--- src/rtl/bmx_pkg.sv ---
package bmx_pkg;

    // Special function register addresses
    localparam logic [7:0] SFR_SYSTEM_CONFIG   = 8'hFF;
    localparam logic [7:0] SFR_CODE_WAIT       = 8'h92;
    localparam logic [7:0] SFR_DATA_WAIT       = 8'h8E;
    localparam logic [7:0] SFR_STROBE_DURATION = 8'h9F;
    localparam logic [7:0] SFR_PHY_CONFIG      = 8'hFE;
    localparam logic [7:0] SFR_MAP_CONTROL     = 8'hFC;

    // Reset values
    localparam logic [7:0] SYSTEM_CONFIG_RST   = 8'h00;
    localparam logic [7:0] CODE_WAIT_RST       = 8'h07;
    localparam logic [7:0] DATA_WAIT_RST       = 8'h00;
    localparam logic [7:0] STROBE_DURATION_RST = 8'h00;
    localparam logic [7:0] PHY_CONFIG_RST      = 8'h00;

    // system_config fields
    localparam int SC_STUB_MAP_BIT   = 7;
    localparam int SC_PROG_EN_BIT    = 6;
    localparam int SC_MODE_HI        = 5;
    localparam int SC_MODE_LO        = 3;
    localparam int SC_FLASH_BUSY_BIT = 1;
    localparam int SC_BOOT_FLAG_BIT  = 0;
    localparam logic [7:0] SC_WRITE_MASK = 8'hF8;

    // phy_config fields
    localparam int PC_RESET_BIT    = 5;
    localparam int PC_OVERRIDE_BIT = 3;
    localparam int PC_MODE_HI      = 2;
    localparam int PC_MODE_LO      = 0;

    // map control: writing this bit switches to the application map
    localparam int MC_APP_MAP_BIT = 0;

    // External bus modes
    localparam logic [2:0] EXT_MUX16 = 3'b001;
    localparam logic [2:0] EXT_MUX24 = 3'b011;
    localparam logic [2:0] EXT_DIR16 = 3'b101;
    localparam logic [2:0] EXT_DIR24 = 3'b111;

    // Code space
    localparam logic [15:0] BOOT_ROM_LAST = 16'h07FF;
    localparam logic [15:0] STUB_FIRST    = 16'hFFF7;

    // Data space regions (upper address byte; DFL_LAST limits the low address byte)
    localparam logic [7:0] DSEG_RAM   = 8'h00;
    localparam logic [7:0] DSEG_NET   = 8'h01;
    localparam logic [7:0] DSEG_DFL   = 8'h02;
    localparam logic [7:0] DFL_LAST   = 8'hFE;

    typedef enum logic [1:0] {
        CSRC_BOOT  = 2'b00,
        CSRC_STUB  = 2'b01,
        CSRC_FLASH = 2'b10
    } bmx_csrc_t;

    typedef enum logic [2:0] {
        DSEL_RAM   = 3'b000,
        DSEL_FLASH = 3'b001,
        DSEL_NET   = 3'b010,
        DSEL_DFL   = 3'b011,
        DSEL_EXT   = 3'b100
    } bmx_dsel_t;

    typedef enum logic [1:0] {
        XS_IDLE = 2'b00,
        XS_ADDR = 2'b01,
        XS_WAIT = 2'b10,
        XS_DONE = 2'b11
    } bmx_xstate_t;

endpackage

--- src/rtl/bmx_top.sv ---
`timescale 1ns/10ps
module bmx_top
    import bmx_pkg::*;
(
    // Clock and reset
    input  wire logic        MCLK,
    input  wire logic        RST_N,
    // Straps and package
    input  wire logic        BOOT_SELECT_PIN,
    input  wire logic        PKG_REDUCED,
    input  wire logic [2:0]  PHY_MODE_PINS,
    input  wire logic        MEM_LOCK,
    input  wire logic        FLASH_BUSY,
    // Special function register port
    input  wire logic [7:0]  SFR_ADDR,
    input  wire logic        SFR_WE,
    input  wire logic        SFR_RE,
    input  wire logic [7:0]  SFR_WDATA,
    output logic      [7:0]  SFR_RDATA,
    output logic             SFR_HIT,
    // Code fetch
    input  wire logic        CODE_REQ,
    input  wire logic [15:0] CODE_ADDR,
    output logic             CODE_RDY,
    output logic      [1:0]  CODE_SRC,
    // External move data access
    input  wire logic        DATA_REQ,
    input  wire logic        DATA_WE,
    input  wire logic [23:0] DATA_ADDR,
    input  wire logic [7:0]  DATA_WDATA,
    input  wire logic [7:0]  INT_RDATA,
    output logic             DATA_RDY,
    output logic      [2:0]  DATA_SEL,
    output logic      [7:0]  DATA_RDATA,
    // Outside access and debug
    input  wire logic        OUTSIDE_REQ,
    output logic             OUTSIDE_GRANT,
    output logic             DEBUG_EN,
    // PHY control
    output logic      [2:0]  PHY_MODE,
    output logic             PHY_RESET,
    // External bus strobes
    output logic             EXT_ALE,
    output logic             EXT_RD_N,
    output logic             EXT_WR_N,
    // Port pins
    input  wire logic [7:0]  P0_I,
    input  wire logic [7:0]  P1_I,
    input  wire logic [7:0]  P2_I,
    input  wire logic [7:0]  P3_I,
    output logic      [7:0]  P0_O,
    output logic      [7:0]  P1_O,
    output logic      [7:0]  P2_O,
    output logic      [7:0]  P3_O,
    output logic      [7:0]  P0_OE,
    output logic      [7:0]  P1_OE,
    output logic      [7:0]  P2_OE,
    output logic      [7:0]  P3_OE,
    // General purpose drive from the core
    input  wire logic [7:0]  GP0_O,
    input  wire logic [7:0]  GP1_O,
    input  wire logic [7:0]  GP2_O,
    input  wire logic [7:0]  GP3_O,
    input  wire logic [7:0]  GP0_OE,
    input  wire logic [7:0]  GP1_OE,
    input  wire logic [7:0]  GP2_OE,
    input  wire logic [7:0]  GP3_OE
);

    logic [1:0]  rst_sync_reg;
    logic        rst_n;

    logic [7:0]  sysconf_reg,  sysconf_next;
    logic [7:0]  cwait_reg,    cwait_next;
    logic [7:0]  dwait_reg,    dwait_next;
    logic [7:0]  strobe_reg,   strobe_next;
    logic [7:0]  phy_config_reg,  phy_config_next;
    logic        app_map_reg,  app_map_next;
    logic        stub_off_reg, stub_off_next;
    logic        boot_flag_reg, boot_flag_next;
    logic        boot_cap_reg, boot_cap_next;

    logic [7:0]  ccnt_reg,     ccnt_next;
    logic        crdy_reg,     crdy_next;
    logic [1:0]  csrc_reg,     csrc_next;

    bmx_xstate_t xstate_reg,   xstate_next;
    logic [7:0]  xcnt_reg,     xcnt_next;
    logic        xext_reg,     xext_next;
    logic        xwe_reg,      xwe_next;
    logic [23:0] xaddr_reg,    xaddr_next;
    logic [7:0]  xwdata_reg,   xwdata_next;
    logic [7:0]  rdata_reg,    rdata_next;
    logic [2:0]  dsel_reg,     dsel_next;

    logic [2:0]  ext_mode;
    logic        bus_on, bus_mux, bus_top;
    logic [2:0]  dsel_dec;

    // Two-stage release keeps reset removal clean
    always_ff @(posedge MCLK or negedge RST_N) begin
        if (!RST_N) begin
            rst_sync_reg <= 2'b00;
        end else begin
            rst_sync_reg <= {rst_sync_reg[0], 1'b1};
        end
    end
    assign rst_n = rst_sync_reg[1];

    // Mode decode; reduced package has no bus at all
    assign ext_mode = sysconf_reg[SC_MODE_HI:SC_MODE_LO];
    assign bus_on   = !PKG_REDUCED && ext_mode[0];
    assign bus_mux  = bus_on && !ext_mode[2];
    assign bus_top  = bus_on && ext_mode[1];

    // Register file, strap capture and map state
    always_comb begin
        sysconf_next   = sysconf_reg;
        cwait_next     = cwait_reg;
        dwait_next     = dwait_reg;
        strobe_next    = strobe_reg;
        phy_config_next   = phy_config_reg;
        app_map_next   = app_map_reg;
        stub_off_next  = stub_off_reg;
        boot_flag_next = boot_flag_reg;
        boot_cap_next  = 1'b1;
        // Strap sampled once, first cycle after release
        if (!boot_cap_reg) begin
            boot_flag_next = BOOT_SELECT_PIN;
        end
        if (SFR_WE) begin
            if (SFR_ADDR == SFR_SYSTEM_CONFIG) begin
                sysconf_next = SFR_WDATA & SC_WRITE_MASK;
                if (!SFR_WDATA[SC_STUB_MAP_BIT]) begin
                    stub_off_next = 1'b1;
                end
            end else if (SFR_ADDR == SFR_CODE_WAIT) begin
                cwait_next = SFR_WDATA;
            end else if (SFR_ADDR == SFR_DATA_WAIT) begin
                dwait_next = SFR_WDATA;
            end else if (SFR_ADDR == SFR_STROBE_DURATION) begin
                strobe_next = SFR_WDATA;
            end else if (SFR_ADDR == SFR_PHY_CONFIG) begin
                phy_config_next = SFR_WDATA;
            end else if (SFR_ADDR == SFR_MAP_CONTROL) begin
                // One-way until reset: the stub cannot return to boot map
                if (SFR_WDATA[MC_APP_MAP_BIT]) begin
                    app_map_next = 1'b1;
                end
            end
        end
    end

    always_ff @(posedge MCLK or negedge rst_n) begin
        if (!rst_n) begin
            sysconf_reg   <= SYSTEM_CONFIG_RST;
            cwait_reg     <= CODE_WAIT_RST;
            dwait_reg     <= DATA_WAIT_RST;
            strobe_reg    <= STROBE_DURATION_RST;
            phy_config_reg   <= PHY_CONFIG_RST;
            app_map_reg   <= 1'b0;
            stub_off_reg  <= 1'b0;
            boot_flag_reg <= 1'b0;
            boot_cap_reg  <= 1'b0;
        end else begin
            sysconf_reg   <= sysconf_next;
            cwait_reg     <= cwait_next;
            dwait_reg     <= dwait_next;
            strobe_reg    <= strobe_next;
            phy_config_reg   <= phy_config_next;
            app_map_reg   <= app_map_next;
            stub_off_reg  <= stub_off_next;
            boot_flag_reg <= boot_flag_next;
            boot_cap_reg  <= boot_cap_next;
        end
    end

    // Register read mux
    always_comb begin
        SFR_RDATA = 8'h00;
        SFR_HIT   = 1'b1;
        if (SFR_ADDR == SFR_SYSTEM_CONFIG) begin
            SFR_RDATA                    = sysconf_reg;
            SFR_RDATA[SC_FLASH_BUSY_BIT] = FLASH_BUSY;
            SFR_RDATA[SC_BOOT_FLAG_BIT]  = boot_flag_reg;
        end else if (SFR_ADDR == SFR_CODE_WAIT) begin
            SFR_RDATA = cwait_reg;
        end else if (SFR_ADDR == SFR_DATA_WAIT) begin
            SFR_RDATA = dwait_reg;
        end else if (SFR_ADDR == SFR_STROBE_DURATION) begin
            SFR_RDATA = strobe_reg;
        end else if (SFR_ADDR == SFR_PHY_CONFIG) begin
            SFR_RDATA = phy_config_reg;
        end else if (SFR_ADDR == SFR_MAP_CONTROL) begin
            SFR_RDATA = {7'h00, app_map_reg};
        end else begin
            SFR_HIT = 1'b0;
        end
        if (!SFR_RE) begin
            SFR_HIT = 1'b0;
        end
    end

    // Code access: source select and wait-state counter
    always_comb begin
        ccnt_next = 8'h00;
        crdy_next = 1'b0;
        csrc_next = csrc_reg;
        if (!app_map_reg) begin
            // Boot map: code space answers from boot ROM image, except STUB_FIRST and up, which answers from the stub
            if (CODE_ADDR >= STUB_FIRST) begin
                csrc_next = CSRC_STUB;
            end else begin
                csrc_next = CSRC_BOOT;
            end
        end else if (CODE_ADDR >= STUB_FIRST && !stub_off_reg) begin
            csrc_next = CSRC_STUB;
        end else begin
            csrc_next = CSRC_FLASH;
        end
        if (CODE_REQ && !crdy_reg) begin
            if (ccnt_reg >= cwait_reg) begin
                crdy_next = 1'b1;
            end else begin
                ccnt_next = ccnt_reg + 8'h01;
            end
        end
    end

    always_ff @(posedge MCLK or negedge rst_n) begin
        if (!rst_n) begin
            ccnt_reg <= 8'h00;
            crdy_reg <= 1'b0;
            csrc_reg <= CSRC_BOOT;
        end else begin
            ccnt_reg <= ccnt_next;
            crdy_reg <= crdy_next;
            csrc_reg <= csrc_next;
        end
    end

    // Data space decode
    always_comb begin
        dsel_dec = DSEL_EXT;
        if (DATA_ADDR[23:16] == DSEG_RAM) begin
            dsel_dec = app_map_reg ? DSEL_RAM : DSEL_FLASH;
        end else if (DATA_ADDR[23:16] == DSEG_NET) begin
            dsel_dec = DSEL_NET;
        end else if (DATA_ADDR[23:16] == DSEG_DFL && DATA_ADDR[15:8] == 8'h00 && DATA_ADDR[7:0] <= DFL_LAST) begin
            dsel_dec = DSEL_DFL;
        end
    end

    // Data access sequencer, internal and external
    always_comb begin
        xstate_next = xstate_reg;
        xcnt_next   = xcnt_reg;
        xext_next   = xext_reg;
        xwe_next    = xwe_reg;
        xaddr_next  = xaddr_reg;
        xwdata_next = xwdata_reg;
        rdata_next  = rdata_reg;
        dsel_next   = dsel_reg;
        case (xstate_reg)
            XS_IDLE: begin
                if (DATA_REQ) begin
                    // External move is the only path into data space
                    xaddr_next  = DATA_ADDR;
                    xwe_next    = DATA_WE;
                    xwdata_next = DATA_WDATA;
                    dsel_next   = dsel_dec;
                    xext_next   = (dsel_dec == DSEL_EXT) && bus_on;
                    xcnt_next   = 8'h00;
                    if ((dsel_dec == DSEL_EXT) && bus_mux) begin
                        xstate_next = XS_ADDR;
                    end else begin
                        xstate_next = XS_WAIT;
                    end
                end
            end
            XS_ADDR: begin
                if (xcnt_reg >= {6'h00, strobe_reg[1:0]}) begin
                    xcnt_next   = 8'h00;
                    xstate_next = XS_WAIT;
                end else begin
                    xcnt_next = xcnt_reg + 8'h01;
                end
            end
            XS_WAIT: begin
                if (xcnt_reg >= {5'h00, dwait_reg[2:0]}) begin
                    // Unmapped external space with no bus reads zero
                    if (xext_reg) begin
                        rdata_next = P0_I;
                    end else if (dsel_reg == DSEL_EXT) begin
                        rdata_next = 8'h00;
                    end else begin
                        rdata_next = INT_RDATA;
                    end
                    xstate_next = XS_DONE;
                end else begin
                    xcnt_next = xcnt_reg + 8'h01;
                end
            end
            XS_DONE: begin
                xext_next   = 1'b0;
                xstate_next = XS_IDLE;
            end
            default: begin
                xstate_next = XS_IDLE;
            end
        endcase
    end

    always_ff @(posedge MCLK or negedge rst_n) begin
        if (!rst_n) begin
            xstate_reg <= XS_IDLE;
            xcnt_reg   <= 8'h00;
            xext_reg   <= 1'b0;
            xwe_reg    <= 1'b0;
            xaddr_reg  <= 24'h000000;
            xwdata_reg <= 8'h00;
            rdata_reg  <= 8'h00;
            dsel_reg   <= DSEL_RAM;
        end else begin
            xstate_reg <= xstate_next;
            xcnt_reg   <= xcnt_next;
            xext_reg   <= xext_next;
            xwe_reg    <= xwe_next;
            xaddr_reg  <= xaddr_next;
            xwdata_reg <= xwdata_next;
            rdata_reg  <= rdata_next;
            dsel_reg   <= dsel_next;
        end
    end

    // Pin assignment per mode; unused ports stay GPIO
    always_comb begin
        P0_O  = GP0_O;
        P0_OE = GP0_OE;
        P1_O  = GP1_O;
        P1_OE = GP1_OE;
        P2_O  = GP2_O;
        P2_OE = GP2_OE;
        P3_O  = GP3_O;
        P3_OE = GP3_OE;
        if (bus_on) begin
            P2_O  = xaddr_reg[15:8];
            P2_OE = 8'hFF;
            if (bus_mux) begin
                // Low address on P0 only during the strobe phase
                P0_O  = (xstate_reg == XS_ADDR) ? xaddr_reg[7:0] : xwdata_reg;
                P0_OE = ((xstate_reg == XS_ADDR) || (xext_reg && xwe_reg)) ? 8'hFF : 8'h00;
            end else begin
                P0_O  = xwdata_reg;
                P0_OE = (xext_reg && xwe_reg) ? 8'hFF : 8'h00;
                P1_O  = xaddr_reg[7:0];
                P1_OE = 8'hFF;
            end
            if (bus_top) begin
                P3_O  = xaddr_reg[23:16];
                P3_OE = 8'hFF;
            end
        end
    end

    assign EXT_ALE  = bus_mux && (xstate_reg == XS_ADDR);
    assign EXT_RD_N = !(xext_reg && !xwe_reg && (xstate_reg == XS_WAIT));
    assign EXT_WR_N = !(xext_reg && xwe_reg && (xstate_reg == XS_WAIT));

    assign CODE_RDY   = crdy_reg;
    assign CODE_SRC   = csrc_reg;
    assign DATA_RDY   = (xstate_reg == XS_DONE);
    assign DATA_SEL   = dsel_reg;
    assign DATA_RDATA = rdata_reg;

    // PHY mode from register only with override, never pins on small package
    assign PHY_MODE  = phy_config_reg[PC_OVERRIDE_BIT] ? phy_config_reg[PC_MODE_HI:PC_MODE_LO] :
                       (PKG_REDUCED ? 3'b000 : PHY_MODE_PINS);
    assign PHY_RESET = phy_config_reg[PC_RESET_BIT];

    assign OUTSIDE_GRANT = OUTSIDE_REQ && !MEM_LOCK;
    assign DEBUG_EN      = !MEM_LOCK;

endmodule

--- config.mk ---
export PLATFORM = sky130hd
export DESIGN_NAME = bmx_top
export DESIGN_NICKNAME = d
export VERILOG_FILES = /design/src/rtl/bmx_pkg.sv /design/src/rtl/bmx_top.sv
export SDC_FILE = /design/constraint.sdc
export NUM_CORES = 1
export LEC_CHECK = 0
export ABC_AREA = 1
export CAP_MARGIN = 20
export CELL_PAD_IN_SITES_DETAIL_PLACEMENT = 1
export CELL_PAD_IN_SITES_GLOBAL_PLACEMENT = 2
export CORE_MARGIN = 1.5
export CORE_UTILIZATION = 30
export DETAILED_ROUTE_END_ITERATION = 7
export DONT_BUFFER_PORTS = 1
export GPL_TIMING_DRIVEN = 0
export PLACE_DENSITY = 0.82
export SETUP_SLACK_MARGIN = 0.15
export SLEW_MARGIN = 5
export SYNTH_ARGS = -nofsm -noshare
export SYNTH_HDL_FRONTEND = slang
export SYNTH_SLANG_ARGS = --single-unit
--- constraint.sdc ---
create_clock -name MCLK -period 3.3 [get_ports MCLK]
set_input_delay 0.99 -clock MCLK [delete_from_list [all_inputs] [get_ports MCLK]]
set_output_delay 0.99 -clock MCLK [all_outputs]
set_load 0.01 [all_outputs]
==> PnR_summary.wiki <==
{| class="wikitable"
! Metric !! Value
|-
| Antenna Nets Post-Route || 0
|-
| Area growth from synthesis to layout || 11.66%
|-
| Hold/Removal Path Class || input pin to async pin
|-
| Number of placed instances, taps included || 1115
|-
| Starting DRT DRC Count || 256
|-
| Gr ovfl total || 0
|-
| Arithmetic-cell share of the synthesized area counting full adders, half adders and majority gates || 3.800%
|-
| Run status || finished clean
|-
| Number of warning messages in the yosys log || 0
|-
| Count of nets after finishing || 1059
|-
| Register-to-Register Setup Slack || 1.41 ns
|-
| Main combinational cell family by area after synthesis || simple AND/OR/NAND/NOR gates
|-
| Total clock sinks || 109
|-
| TritonCTS buffer count || 9
|-
| Worst voltage drop across the vdd grid || 0.0002345 V
|-
| Compound-cell area share of the yosys netlist || 10.14%
|-
| Leakage dissipation || 3.638 nW
|-
| Clock latency at the later pin of the worst-skew pair || 0.36 ns
|-
| Post-synthesis xor/xnor area fraction || 0.1400%
|-
| Share of synthesized flip-flops with an asynchronous set or reset || 100.0%
|-
| Most common cell after layout, fill and taps aside || nand2_1
|-
| Fraction of layout cells with a size suffix above 1 || 12.76%
|-
| Cell area after placement || 6629 µm²
|-
| Clock input transition at the sequential cells of the worst setup and hold paths || 0.08 ns
|-
| Cell accounting for the most synthesized area || dfrtp_1
|-
| X dimension of the die || 147.4 µm
|-
| Fill cell count || 2532
|-
| Tot GR Track Use || 17.40%
|-
| TritonCTS clock tree || yes
|-
| Share of the clock period used by the worst path after layout || 93.51%
|-
| Share of synthesized cell area in and, or, nand and nor gates || 31.28%
|-
| # port buffers || 0
|-
| Top flip-flop cell by instance count after synthesis || dfrtp_1
|-
| Placement Setup Slack || -0.1091 ns
|-
| Biggest area contributors in the synthesized netlist || dfrtp_1, nand2_1, inv_1, nor2_1, ha_1
|-
| Count of final setup violators || 0
|-
| Post-DR vias/cell || 4.748
|-
| Vias || 5375
|-
| Final cell count without fillers || 1132
|-
| Capture instance of the worst register-to-register path || DATA_RDATA[1]
|-
| Achievable clock frequency || 324.1 MHz
|-
| Post-route setup slack || 0.2143 ns
|-
| I/O pin count || 280
|-
| Category of the worst setup path capture point || primary output
|-
| Post-route core utilization || 34.30%
|-
| Antenna Diode Count || 0
|-
| WHS || 0.3181 ns
|-
| Pin count of the biggest net entering global routing || 59
|-
| H-tree depth || 3
|-
| Register-to-Register Path Depth || 12
|-
| Post-cts hold buffer count || 0
|-
| Buffer levels on the longest clock path || 2
|-
| Max-slew headroom || 52.21%
|-
| Startpoint of the worst register-to-register path || xcnt_reg[0]
|-
| Unrepaired setup endpoints after global routing || true
|-
| Cell area after technology mapping || 6256 µm²
|-
| Critical path buffers and inverters || 3
|-
| Final Power || 3.867 mW
|-
| Post-synthesis area per instance || 7.421 µm²
|-
| Aggregate negative setup slack || 0 ns
|-
| Routability congestion estimate || 0.7769
|-
| Remaining design rule violation count || 0
|-
| Sequential share of the synthesized area || 43.66%
|-
| Number of global-route vias before repair || 5524
|-
| Number of violations of the max-capacitance limit || 0
|-
| Critical Setup Path Class || input pin to primary output
|-
| Worst-path maximum fanout || 10
|-
| Count of pins over their slew limit || 0
|-
| Number of antenna violations at the first check in global routing || 0
|-
| Min Tclk post-route || 3.086 ns
|-
| Row count || 52
|-
| Number of instances in the synthesized netlist || 843
|-
| Final Hold Viols || 0
|-
| Arrival time at the worst endpoint || 2.10 ns
|-
| Number of flip-flops under the largest register name || 24
|-
| Global-route wire length before repair || 29700 µm
|-
| Dominant delay contributor by cell family on the critical path || multiplexers
|-
| Critical-path cell list || inv_2 > nand2_4 > inv_4 > nand2_2 > buf_4 > mux2_2
|-
| Detailed-routing iteration count for the pre-antenna-repair pass || 4
|-
| Multiplexer share of the synthesized area || 3.060%
|-
| Most used cells in the layout excluding fill and tap cells || nand2_1, dfrtp_1, inv_1
|-
| Post-Layout Inst Area || 6985 µm²
|-
| Worst-Margin Slew || 0.7168 ns
|-
| Overall die area || 21730 µm²
|-
| Initial Util || 30.72%
|-
| Power per cell area || 553.6 nW/µm²
|-
| Root buffer selected by CTS || clkbuf_16
|-
| Placeable Area || 20360 µm²
|-
| Post-synthesis cell type count || 38
|-
| Register bit count reported by yosys || 109
|-
| Launching element type of the critical path || input pin
|-
| Area share of the leading cell type in the synthesized netlist || 42.40%
|-
| Cell with the largest stage delay on the worst path || mux2_2
|-
| Clk_skew || 0.008675 ns
|-
| Required time worst endpoint || 2.31 ns
|-
| Detailed placement HPWL || 14840 µm
|-
| Die Y || 147.4 µm
|-
| Total length of routed wires || 18720 µm
|-
| Routed length per placed instance || 16.53 µm
|-
| Post-synth EDFFs || 0
|-
| Delay of the slowest cell on the worst path || 0.38 ns
|}
[cells in the mapped netlist, types with 7 or more instances]
cell      number
inv_1         91
nand3_1       33
o21ai_1       16
buf_2          7
nand2_1      305
o21ai_2        8
or2_2         13
nor2_1        71
a21oi_1       29
inv_2          7
dfrtp_1      106
nand2_2       10
o211ai_1      12
clkbuf_1      11
nand4_1       12
mux2_2        17
o21ai_0       39
ha_1          19
[timing repair]
item                                    in CTS  in global routing
gates resized for setup                      7                 12
setup buffers                                0                  1
endpoints found under the setup margin      28                 22
[routing by layer]
metal  wire length, µm  up-vias  track usage (%)
li1                  -     2679                -
met1              8667     2549            23.29
met2              8750      137            28.00
met3              1154       10            5.370
met4               144        0            3.100
met5                 0        -                0
[power breakdown]
part,internal [mW],total [mW],leakage (nW),switching (mW)
clock network,0.519,1.05,0.129,0.527
logic,0.312,0.907,2.13,0.595
registers,1.64,1.91,1.38,0.274
total,2.47,3.87,3.64,1.40
[how the worst max path moves through the flow]
stage	end	slack, ns	start	cells after the start
floorplan	P1_O[5]	0.40	PKG_REDUCED	6
global placement	P0_O[1]	-0.14	PKG_REDUCED	7
detailed placement	P0_O[1]	-0.11	PKG_REDUCED	7
CTS	P1_O[5]	0.17	PKG_REDUCED	6
global route	P3_O[6]	0.14	PKG_REDUCED	6
finish	P3_O[6]	0.21	PKG_REDUCED	6
[final cells by class]
class / count / area [µm²] / area share [%]
multi-input combinational: 612 / 3099 / 44.37
sequential: 109 / 2735 / 39.15
inverter: 101 / 386.6 / 5.535
tap: 270 / 337.8 / 4.836
clock buffer: 10 / 229.0 / 3.278
buffer: 22 / 116.4 / 1.666
clock inverter: 6 / 46.29 / 0.6627
timing repair buffer: 2 / 35.03 / 0.5015
[logic make-up (layout without fill, tap and decap cells)]
family / count (synthesis) / after routing
AND/OR/NAND/NOR: 462 / 462
buffers and inverters: 123 / 141
AO/OA/AOI/OAI: 111 / 111
flip-flops: 109 / 109
adder cells (fa/ha/maj): 19 / 19
multiplexers: 17 / 17
other: 1 / 2
XOR/XNOR: 1 / 1
Note: power is estimated with default switching activity, not from simulation.
